==> config.mk <==
export PLATFORM = sky130hd
export DESIGN_NAME = srs_top
export DESIGN_NICKNAME = d
export VERILOG_FILES = /design/src/core/srs_pkg.sv /design/src/core/srs_sync2.sv /design/src/core/srs_top.sv
export SDC_FILE = /design/constraint.sdc
export NUM_CORES = 1
export LEC_CHECK = 0
export ABC_CLOCK_PERIOD_IN_PS = 4170
export BUFFER_PORTS_ARGS = -buffer_cell sky130_fd_sc_hd__buf_4
export CORE_UTILIZATION = 40
export CTS_BUF_LIST = sky130_fd_sc_hd__clkbuf_2 sky130_fd_sc_hd__clkbuf_4 sky130_fd_sc_hd__clkbuf_8
export CTS_CLUSTER_DIAMETER = 30
export DETAILED_ROUTE_END_ITERATION = 8
export PLACE_DENSITY = 0.67
export SLEW_MARGIN = 20
export SYNTH_ARGS = -nofsm -noshare
export SYNTH_HDL_FRONTEND = slang
export SYNTH_HIERARCHICAL = 1
export SYNTH_SLANG_ARGS = --single-unit
==> constraint.sdc <==
create_clock -name CLOCK_I -period 4.17 [get_ports CLOCK_I]
set_clock_uncertainty 0.2 [all_clocks]
set_input_delay 0.834 -clock CLOCK_I [delete_from_list [all_inputs] [get_ports CLOCK_I]]
set_output_delay 0.834 -clock CLOCK_I [all_outputs]
set_load 0.03 [all_outputs]
==> src/core/srs_pkg.sv <==
// Package for the software reset sequencer: register map, field layout,
// reset values and timing counts.
// Assumes a 50 MHz system clock and a 32-bit APB register bus.
package srs_pkg;

    localparam logic [15:0] SRS_CFG_LATCH_OFS = 16'hf108;
    localparam logic [15:0] SRS_CTRL_OFS      = 16'h0000;
    localparam logic [15:0] SRS_STAT_OFS      = 16'h0004;
    localparam logic [15:0] SRS_SWRST_OFS     = 16'h0008;

    localparam int          SRS_CTRL_BIDIR_BIT  = 0;
    localparam int          SRS_CTRL_RAMEN_BIT  = 1;
    localparam int          SRS_CTRL_RTCSEL_BIT = 2;

    localparam logic [15:0] SRS_SWRST_KEY     = 16'ha5c3;
    localparam logic [7:0]  SRS_LATCH_RST     = 8'h00;
    localparam logic [5:0]  SRS_FORCED_ONES   = 6'h3f;

    localparam int SRS_CLK_MHZ         = 50;
    localparam int SRS_SEQ_NS          = 1000;
    localparam int SRS_SEQ_CYC         = (SRS_SEQ_NS * SRS_CLK_MHZ) / 1000;
    localparam int SRS_FILT_NS         = 500;
    localparam int SRS_FILT_CYC        = (SRS_FILT_NS * SRS_CLK_MHZ) / 1000;

    typedef enum logic [1:0] {
        SRS_KIND_NONE  = 2'h0,
        SRS_KIND_SYNC  = 2'h1,
        SRS_KIND_ASYNC = 2'h2,
        SRS_KIND_SOFT  = 2'h3
    } srs_kind_t;

    typedef struct packed {
        logic        bidir;
        logic        ram_en;
        logic        rtc_on_lf;
    } srs_ctrl_t;

endpackage : srs_pkg

==> src/core/srs_sync2.sv <==
// Two-flip-flop synchroniser for pin levels.
// Assumes inputs are asynchronous to CLOCK_I.
`timescale 1ns/1ps
module srs_sync2 #(
    parameter int           W       = 2,
    parameter logic [W-1:0] RST_VAL = '1
) (
    input  wire logic         clk_i,
    input  wire logic         nrst_i,
    input  wire logic [W-1:0] d_i,
    output logic      [W-1:0] q_o
);
    logic [W-1:0] meta_ff;
    logic [W-1:0] q_ff;

    // The reset value is a constant so the reset branch stays static.
    always_ff @(posedge clk_i or negedge nrst_i) begin
        if (!nrst_i) begin
            meta_ff <= RST_VAL;
            q_ff    <= RST_VAL;
        end else begin
            meta_ff <= d_i;
            q_ff    <= meta_ff;
        end
    end

    assign q_o = q_ff;
endmodule : srs_sync2

==> src/core/srs_top.sv <==
// Reset sequencer: software reset, start-up configuration latch and the
// choice between synchronous and asynchronous hardware reset.
// Assumes an APB master on CLOCK_I and an external reset network on the
// reset input pin, which is open-drain from this side.
//
// Summary of operation
// - A software reset instruction starts the reset sequence only while no reset is in progress and the reset and sense pins are not both low.
// - A software reset acts as a synchronous short reset but latches only config bits 12..8 and forces bits 7..2 to one.
// - A software reset stays synchronous whatever the sense pin shows, except while the reset pin is low too, when the asynchronous reset also asserts.
// - With bidirectional reset, a software reset pulls the reset pin low only while the sense pin is high.
// - Reset pin low with sense pin low gives an asynchronous hardware reset.
// - A short reset pulse gives a synchronous reset, a long one that lets sense fall gives an asynchronous reset.
// - The retained RAM stays unavailable until software sets the RAM enable bit.
// - In stand-by the real-time counter runs only on the low-frequency oscillator.
// - Sense falling during a hardware reset with the pin low switches at once to asynchronous reset.
//
// Design decision made here: the APB interface to the registers.
`timescale 1ns/1ps
module srs_top
    import srs_pkg::*;
(
    input  wire logic        CLOCK_I,
    input  wire logic        NRST_I,
    input  wire logic        PSEL_I,
    input  wire logic        PENABLE_I,
    input  wire logic        PWRITE_I,
    input  wire logic [15:0] PADDR_I,
    input  wire logic [31:0] PWDATA_I,
    output logic      [31:0] PRDATA_O,
    output logic             PREADY_O,
    output logic             PSLVERR_O,
    input  wire logic        SW_RESET_INSTR_I,
    input  wire logic        RESET_IN_PIN_I,
    output logic             RESET_IN_PIN_O,
    output logic             RESET_IN_PIN_OE_O,
    input  wire logic        POWER_DOWN_SENSE_I,
    input  wire logic [15:0] CONFIG_PORT_PINS_I,
    input  wire logic        STANDBY_I,
    output logic             SYNC_RESET_O,
    output logic             ASYNC_RESET_O,
    output logic             RAM_ACCESS_O,
    output logic             RTC_RUN_O
);
    logic [1:0]  pins_s;
    logic        pin_low;
    logic        sense_low;
    logic [7:0]  seq_cnt_ff;
    logic [7:0]  filt_cnt_ff;
    srs_kind_t   kind_ff;
    srs_kind_t   nxt_kind;
    srs_ctrl_t   ctrl_ff;
    logic [7:0]  latch_ff;
    logic        seq_end;
    logic        apb_wr;
    logic        apb_rd;
    logic        sw_req;
    logic [16:0] misc_s;

    // Both pins reset to their idle high level so no false reset follows.
    srs_sync2 #(.W(2), .RST_VAL(2'h3)) u_sync (
        .clk_i  (CLOCK_I),
        .nrst_i (NRST_I),
        .d_i    ({RESET_IN_PIN_I, POWER_DOWN_SENSE_I}),
        .q_o    (pins_s)
    );

    // Configuration pins and the stand-by level come from outside as well.
    srs_sync2 #(.W(17), .RST_VAL(17'h00000)) u_sync_cfg (
        .clk_i  (CLOCK_I),
        .nrst_i (NRST_I),
        .d_i    ({STANDBY_I, CONFIG_PORT_PINS_I}),
        .q_o    (misc_s)
    );

    assign pin_low   = !pins_s[1];
    assign sense_low = !pins_s[0];

    assign apb_wr = PSEL_I && PENABLE_I && PWRITE_I;
    assign apb_rd = PSEL_I && PENABLE_I && !PWRITE_I;
    // Software reset is accepted from the CPU strobe or a keyed write.
    assign sw_req = SW_RESET_INSTR_I || (apb_wr
                    && PADDR_I == SRS_SWRST_OFS
                    && PWDATA_I[15:0] == SRS_SWRST_KEY);

    // Low pin must outlast the filter window before it counts as reset.
    // The filter restarts during a sequence, so the tail of our own pull
    // on the pin cannot start a second reset once the sequence is over.
    always_ff @(posedge CLOCK_I or negedge NRST_I) begin
        if (!NRST_I) begin
            filt_cnt_ff <= 8'h00;
        end else if (!pin_low || kind_ff != SRS_KIND_NONE) begin
            filt_cnt_ff <= 8'h00;
        end else if (filt_cnt_ff < 8'(SRS_FILT_CYC)) begin
            filt_cnt_ff <= filt_cnt_ff + 8'h01;
        end
    end

    always_comb begin
        nxt_kind = kind_ff;
        if (pin_low && sense_low && kind_ff != SRS_KIND_SOFT) begin
            nxt_kind = SRS_KIND_ASYNC;
        end else if (sw_req && kind_ff == SRS_KIND_NONE) begin
            nxt_kind = SRS_KIND_SOFT;
        end else if (kind_ff == SRS_KIND_NONE && pin_low
                     && filt_cnt_ff == 8'(SRS_FILT_CYC)) begin
            nxt_kind = SRS_KIND_SYNC;
        end else if (seq_end) begin
            nxt_kind = SRS_KIND_NONE;
        end
    end

    always_ff @(posedge CLOCK_I or negedge NRST_I) begin
        if (!NRST_I) begin
            kind_ff <= SRS_KIND_NONE;
        end else begin
            kind_ff <= nxt_kind;
        end
    end

    // Sequence ends after a fixed count and once the pin has returned high.
    // A software reset ignores its own pin pull so it cannot hang itself.
    assign seq_end = (kind_ff != SRS_KIND_NONE)
                     && seq_cnt_ff == 8'(SRS_SEQ_CYC)
                     && (kind_ff == SRS_KIND_SOFT || !pin_low);

    always_ff @(posedge CLOCK_I or negedge NRST_I) begin
        if (!NRST_I) begin
            seq_cnt_ff <= 8'h00;
        end else if (kind_ff == SRS_KIND_NONE || nxt_kind != kind_ff) begin
            seq_cnt_ff <= 8'h00;
        end else if (seq_cnt_ff < 8'(SRS_SEQ_CYC)) begin
            seq_cnt_ff <= seq_cnt_ff + 8'h01;
        end
    end

    // Config latch holds pins 15..8; bits 7..2 of the port are forced one
    // after a software reset and kept in bits 9..4 of the status word.
    logic [5:0] low_cfg_ff;
    always_ff @(posedge CLOCK_I or negedge NRST_I) begin
        if (!NRST_I) begin
            latch_ff   <= SRS_LATCH_RST;
            low_cfg_ff <= 6'h00;
        end else if (seq_end && kind_ff == SRS_KIND_SOFT) begin
            latch_ff[4:0] <= misc_s[12:8];
            low_cfg_ff    <= SRS_FORCED_ONES;
        end else if (seq_end) begin
            latch_ff   <= misc_s[15:8];
            low_cfg_ff <= misc_s[7:2];
        end
    end

    always_ff @(posedge CLOCK_I or negedge NRST_I) begin
        if (!NRST_I) begin
            ctrl_ff <= '0;
        end else if (apb_wr && PADDR_I == SRS_CTRL_OFS) begin
            ctrl_ff.bidir     <= PWDATA_I[SRS_CTRL_BIDIR_BIT];
            ctrl_ff.ram_en    <= PWDATA_I[SRS_CTRL_RAMEN_BIT];
            ctrl_ff.rtc_on_lf <= PWDATA_I[SRS_CTRL_RTCSEL_BIT];
        end else if (kind_ff == SRS_KIND_ASYNC) begin
            ctrl_ff.ram_en <= 1'b0;
        end
    end

    always_ff @(posedge CLOCK_I or negedge NRST_I) begin
        if (!NRST_I) begin
            PRDATA_O <= 32'h0000_0000;
        end else if (PSEL_I && !PENABLE_I && !PWRITE_I) begin
            unique case (PADDR_I)
                SRS_CFG_LATCH_OFS: PRDATA_O <= {24'h0, latch_ff};
                SRS_CTRL_OFS:      PRDATA_O <= {29'h0, ctrl_ff.rtc_on_lf,
                                                ctrl_ff.ram_en,
                                                ctrl_ff.bidir};
                SRS_STAT_OFS:      PRDATA_O <= {22'h0, low_cfg_ff,
                                                pins_s, kind_ff};
                default:           PRDATA_O <= 32'h0000_0000;
            endcase
        end
    end

    assign PREADY_O  = 1'b1;
    assign PSLVERR_O = apb_rd && PADDR_I != SRS_CFG_LATCH_OFS
                       && PADDR_I != SRS_CTRL_OFS && PADDR_I != SRS_STAT_OFS;

    always_ff @(posedge CLOCK_I or negedge NRST_I) begin
        if (!NRST_I) begin
            RESET_IN_PIN_OE_O <= 1'b0;
        end else begin
            RESET_IN_PIN_OE_O <= (nxt_kind == SRS_KIND_SOFT)
                                 && ctrl_ff.bidir && !sense_low;
        end
    end

    assign RESET_IN_PIN_O = 1'b0;
    assign SYNC_RESET_O   = (kind_ff == SRS_KIND_SYNC)
                            || (kind_ff == SRS_KIND_SOFT);
    assign ASYNC_RESET_O  = (kind_ff == SRS_KIND_ASYNC)
                            || (pin_low && sense_low);
    assign RAM_ACCESS_O   = ctrl_ff.ram_en && kind_ff == SRS_KIND_NONE;
    assign RTC_RUN_O      = !misc_s[16] || ctrl_ff.rtc_on_lf;

    async_on_low_a: assert property (@(posedge CLOCK_I) disable iff (!NRST_I)
        pin_low && sense_low && kind_ff != SRS_KIND_SOFT
        |=> kind_ff == SRS_KIND_ASYNC)
        else $error("Pin and sense low did not give asynchronous reset.");
    soft_is_sync_a: assert property (@(posedge CLOCK_I) disable iff (!NRST_I)
        kind_ff == SRS_KIND_SOFT |-> SYNC_RESET_O && !(ASYNC_RESET_O
        && !(pin_low && sense_low)))
        else $error("Software reset not synchronous.");
    soft_start_a: assert property (@(posedge CLOCK_I) disable iff (!NRST_I)
        sw_req && kind_ff == SRS_KIND_NONE && !(pin_low && sense_low)
        |=> kind_ff == SRS_KIND_SOFT)
        else $error("Software reset request not taken.");
    pull_sense_a: assert property (@(posedge CLOCK_I) disable iff (!NRST_I)
        RESET_IN_PIN_OE_O |-> $past(ctrl_ff.bidir) && !$past(sense_low))
        else $error("Reset pin pulled while sense low.");
    soft_latch_a: assert property (@(posedge CLOCK_I) disable iff (!NRST_I)
        seq_end && kind_ff == SRS_KIND_SOFT
        |=> low_cfg_ff == SRS_FORCED_ONES
        && latch_ff[4:0] == $past(misc_s[12:8]))
        else $error("Software reset latch wrong.");
    ram_gate_a: assert property (@(posedge CLOCK_I) disable iff (!NRST_I)
        RAM_ACCESS_O |-> ctrl_ff.ram_en && kind_ff == SRS_KIND_NONE)
        else $error("RAM accessible without enable.");
    rtc_stop_a: assert property (@(posedge CLOCK_I) disable iff (!NRST_I)
        misc_s[16] && !ctrl_ff.rtc_on_lf |-> !RTC_RUN_O)
        else $error("Counter ran in stand-by on main oscillator.");
    short_sync_a: assert property (@(posedge CLOCK_I) disable iff (!NRST_I)
        kind_ff == SRS_KIND_NONE && pin_low && !sense_low && !sw_req
        && filt_cnt_ff == 8'(SRS_FILT_CYC) |=> kind_ff == SRS_KIND_SYNC)
        else $error("Filtered pulse did not give synchronous reset.");
endmodule : srs_top

# --- Word level (Yosys, flattened, before mapping) ---
# Index checks and enable logic that the tools add are counted.
totals:
  latchBits: 0
  inputBits: 73
  memories: 0
  romBits: 0
  register_bits: 106
  ram_bits: 0
op_classes:
  order_cmp: 2
  div: 0
  mux: 15
  n_addsub: 2
  bitwise_logic: 1
  shift: 0
  reduce_logical: 43
  n_eq_ne: 14
  n_mul: 0
ops:
  columns: ["operator", "count"]
  rows:
  - ["16-bit == test (second input constant)", 2]
  - ["8-bit 2-to-1 mux", 4]
  - ["10-bit one-hot mux with 3 select lines", 1]
  - ["1-bit logical AND", 22]
  - ["8-bit by 1-bit adder with 8-bit output (second input constant)", 2]
  - ["16-bit by 3-bit == test with 1-bit output (second input constant)", 1]
  - ["16-bit by 4-bit == test with 1-bit output (second input constant)", 1]
  - ["16-bit zero test", 1]
  - ["16-bit != test (second input constant)", 1]
  - ["16-bit by 3-bit != test with 1-bit output (second input constant)", 1]
  - ["16-bit nonzero test", 1]
  - ["6-bit 2-to-1 mux", 2]
  - ["5-bit 2-to-1 mux", 2]
  - ["2-bit nonzero test", 5]
  - ["8-bit by 5-bit == test with 1-bit output (second input constant)", 1]
  - ["8-bit by 6-bit == test with 1-bit output (second input constant)", 1]
  - ["8-bit by 5-bit less-than comparator with 1-bit output (second input constant)", 1]
  - ["8-bit by 6-bit less-than comparator with 1-bit output (second input constant)", 1]
  - ["2-bit 2-to-1 mux", 4]
  - ["1-bit logical OR", 7]
  - ["2-bit == test (second input constant)", 3]
  - ["1-bit zero test", 5]
  - ["2-bit by 1-bit == test with 1-bit output (second input constant)", 1]
  - ["2-bit zero test", 1]
  - ["other kinds (5)", 6]

# --- Longest topological paths before layout ---
depth:
  word_depth: 11
  mapped_depth: 6
  depth_no_buf: 6

# --- Cells and area by module ---
# The synthesis kept the hierarchy.
modules_own_cells:
  columns: ["module", "seq_area_each_um2", "n_inst", "area_each_um2", "cells_each"]
  rows:
  - ["srs_top", 1151.1, 1, 2516.2, 248]
  - ["srs_sync2 (u_sync_cfg)", 850.8, 1, 850.8, 34]
  - ["srs_sync2 (u_sync)", 105.1, 1, 105.1, 4]

# --- Least setup slack after synthesis ---
# No wires, ideal clock.
synth_timing:
  kind: "in2out"
  from: "input PADDR_I[0]"
  to: "output PSLVERR_O"
  slack_ns: 0.442
  cell_stages: 4
  arrival_ns: 2.694
  n_path_buf: 0
  cell_sequence: "or4_4 or4_4 nor3_1 a2111oi_0"
synth_via:
  elab_chain_len: 4
  word_cells_on_any_way: 6
  classes_between: "eq/ne (2); reduce/logical (4)"
synth_rtl:
  columns: ["element", "line", "source"]
  rows:
  - ["start: declaration", "srs_top.sv:27", "input wire logic [15:0] PADDR_I,"]
  - ["16-bit != test", "srs_top.sv:181", "assign PSLVERR_O = apb_rd && PADDR_I != SRS_CFG_LATCH_OFS"]
  - ["1-bit logical AND", "srs_top.sv:181", null]
  - ["1-bit logical AND", "srs_top.sv:182", "&& PADDR_I != SRS_CTRL_OFS && PADDR_I != SRS_STAT_OFS;"]
  - ["1-bit logical AND *", "srs_top.sv:182", null]
  - ["end: declaration", "srs_top.sv:31", "output logic PSLVERR_O,"]
# Every way passes the cells marked *; elsewhere a longest branch is shown, timed or not.

# --- Worst setup path in the final report ---
# Ends and elaborated chain as after synthesis.

==> impl_metrics.py <==
metrics = {
    "clock_network": {
        "clockBufferDepth": 2,
        "cts_inserted_buffers": 9,
        "cts.sinks": 80,
        "insertion_delay_ps": 350,
        "post_cts_buffers": 0,
        "cts_tree": "yes",
        "post_cts_resized": 0,
        "cts_hold_buf": 0,
        "htree_levels": 3,
        "cts_root_buffer": "clkbuf_8",
        "path_clk_slew_ps": 80,
    },
    "pwr": {
        "power_leakage_nw": 1.98,
        "ir_drop_uv": 210,
        "pwr_density_cell_nw_per_um2": 347,
    },
    "die": {
        "initial_utilization_pct": 41.2,
        "die-width_um": 93.8,
        "core_um2": 8180,
        "fp.dieArea_um2": 8800,
        "io_pins": 113,
        "rows": 33,
        "die_y_um": 93.8,
    },
    "detailed_routing": {
        "first_pass_iters": 4,
        "drt-total-wl_um": 6220,
        "wl_per_cell_um": 13.4,
        "ant_nets": 0,
        "viasPerCell": 4.81,
        "vias": 2231,
        "drt_iter0_drc": 163,
        "drcViolationCount": 0,
    },
    "sta": {
        "worst_pin_slew_ps": 981,
        "finalHoldViolations": 0,
        "relSlewSlack_pct": 34.6,
        "period_share_pct": 86.0,
        "setup_violations": 0,
        "rsz0062_at_grt": "false",
        "final_max_slew_viol_count": 0,
        "finalCriticalPeriod_ps": 3590,
        "fmax_mhz": 279,
        "setup-tns-final_ps": 0,
    },
    "critical_path": {
        "arrival_ps": 2550,
        "crit_buf_inv": 2,
        "crit_family": "simple AND/OR/NAND/NOR gates",
        "worstSetupPathType": "in -> out",
        "slowest_delay_ps": 570,
        "crit_required_ps": 3140,
        "slowest_stage": "or4_4",
        "endpoint_kind": "output port",
        "cp-start-kind": "primary input",
        "path_cells": "buf_4 -> or4_4 -> or4_4 -> nor3_1 -> a2111oi_0 -> buf_4",
        "r2r_setup_slack_ps": 2060,
        "cp_max_fo": 3,
    },
    "flow_run": {
        "maxCapViolations": 0,
    },
    "synth": {
        "avgSynthCellArea_um2": 12.0,
        "synth_warnings": 6,
        "syn-instance-count": 282,
        "synthesis.area_um2": 3370,
    },
    "placed_design": {
        "portBuffers": 70,
        "place.gp.congestion": 0.753,
        "hpwl_um": 4450,
    },
    "layout": {
        "final_core_util_pct": 50.1,
        "antennaDiodeCount": 0,
        "drive_gt1_share_pct": 30.6,
        "nNetsFinal": 432,
        "syn_to_final_growth_pct": 21.4,
    },
    "global_routing": {
        "grt_pass1_wl_um": 10000,
        "overflow": 0,
        "antenna_found_initial": 0,
        "grt.total_usage_pct": 15.2,
        "grt_max_degree": 81,
        "grt_pass1_vias": 2134,
    },
    "outcome": {
        "outcome": "finished clean",
    },
    "worst_hold_path": {
        "hp-class": "reg -> reg",
    },
}
per-stage QoR:
step                power [mW]  setup slack, ps  hold slack [ps]  area (um2)  std cells
floorplan                0.872              442              131        3450        304
global placement         0.917              594              133        3910        448
detailed placement       0.919              587              135        3910        448
CTS                       1.45              581              154        4100        464
global route              1.49              475              160        4100        464
finish                    1.42              583              152        4100        464
state kept, by name, summed over array words and instances, names as in the netlist, 2 cells and up:
register / count
PRDATA_O: 10
ctrl_ff: 3
filt_cnt_ff: 8
kind_ff: 2
latch_ff: 8
low_cfg_ff: 6
seq_cnt_ff: 8
u_sync/meta_ff: 2
u_sync/q_o: 2
u_sync_cfg/meta_ff: 15
u_sync_cfg/q_o: 15
worst register-to-register path: cells and delay by family (launching register included):
| kind | cells | cell delay (ps) |
|---|---|---|
| simple gates | 3 | 890 |
| flops | 1 | 430 |
| mux | 1 | 280 |
| buf+inv | 1 | 220 |
cells in the final DEF, fill, tap and decap left out, types with 2 or more instances in the layout:
cell and n:
nand2b_1 5, dfstp_2 4, clkinv_4 2, and2_0 5, nor4bb_1 2, or3_1 2, mux2_2 13, and2_1 10
buf_4 71, ha_1 5, clkinvlp_4 2, a221o_1 5, and4_1 4, nand3_1 7, conb_1 24, clkbuf_8 10
nor2_1 27, o21ai_0 10, a211o_1 3, nor4_1 3, nor2b_1 2, mux2i_1 2, xor2_1 5, or4_4 2
dfrtp_1 76, or4_1 2, a41oi_1 2, a22o_1 2, nand2_1 14, nor3_1 3, nand4b_1 2, and3_1 2
inv_1 6, nand4_1 3, xnor2_1 2
path summary, 6_finish.rpt:
kind	start	depth (start not counted)	end
max in group asynchronous	NRST_I	1	seq_cnt_ff[1]
worst min register to register	u_sync_cfg/meta_ff[12]	0	u_sync_cfg/q_o[12]
worst max-delay path	PADDR_I[0]	6	PSLVERR_O
worst min-delay path	u_sync_cfg/meta_ff[12]	0	u_sync_cfg/q_o[12]
min in group asynchronous	NRST_I	1	filt_cnt_ff[4]
worst max register to register	seq_cnt_ff[3]	5	latch_ff[7]
layer usage:
layer / GRT usage (%) / up-vias / part of all wire [%]
li1: - / 1084 / -
met1: 20.2 / 1053 / 46
met2: 23.0 / 84 / 45
met3: 3.80 / 10 / 7.1
met4: 7.69 / 0 / 2.0
met5: 0 / - / 0
area by class of cell:
| cell class | instances | area (um2) |
|---|---|---|
| repair buffers | 71 | 533 |
| fillers | 755 | 4080 |
| inverters | 6 | 22.5 |
| flip-flops and latches | 80 | 2010 |
| clock inverters | 5 | 41.3 |
| well taps | 105 | 131 |
| clock buffers | 11 | 145 |
| multi-input cells | 186 | 1210 |
power by group:
part	internal (mW)	total [mW]	switching, mW
Sequential	0.793	0.801	0.00758
Combinational	0.0395	0.101	0.0613
Clock	0.243	0.519	0.276
Total	1.08	1.42	0.345
No activity file was read; power rests on OpenSTA's default activity.
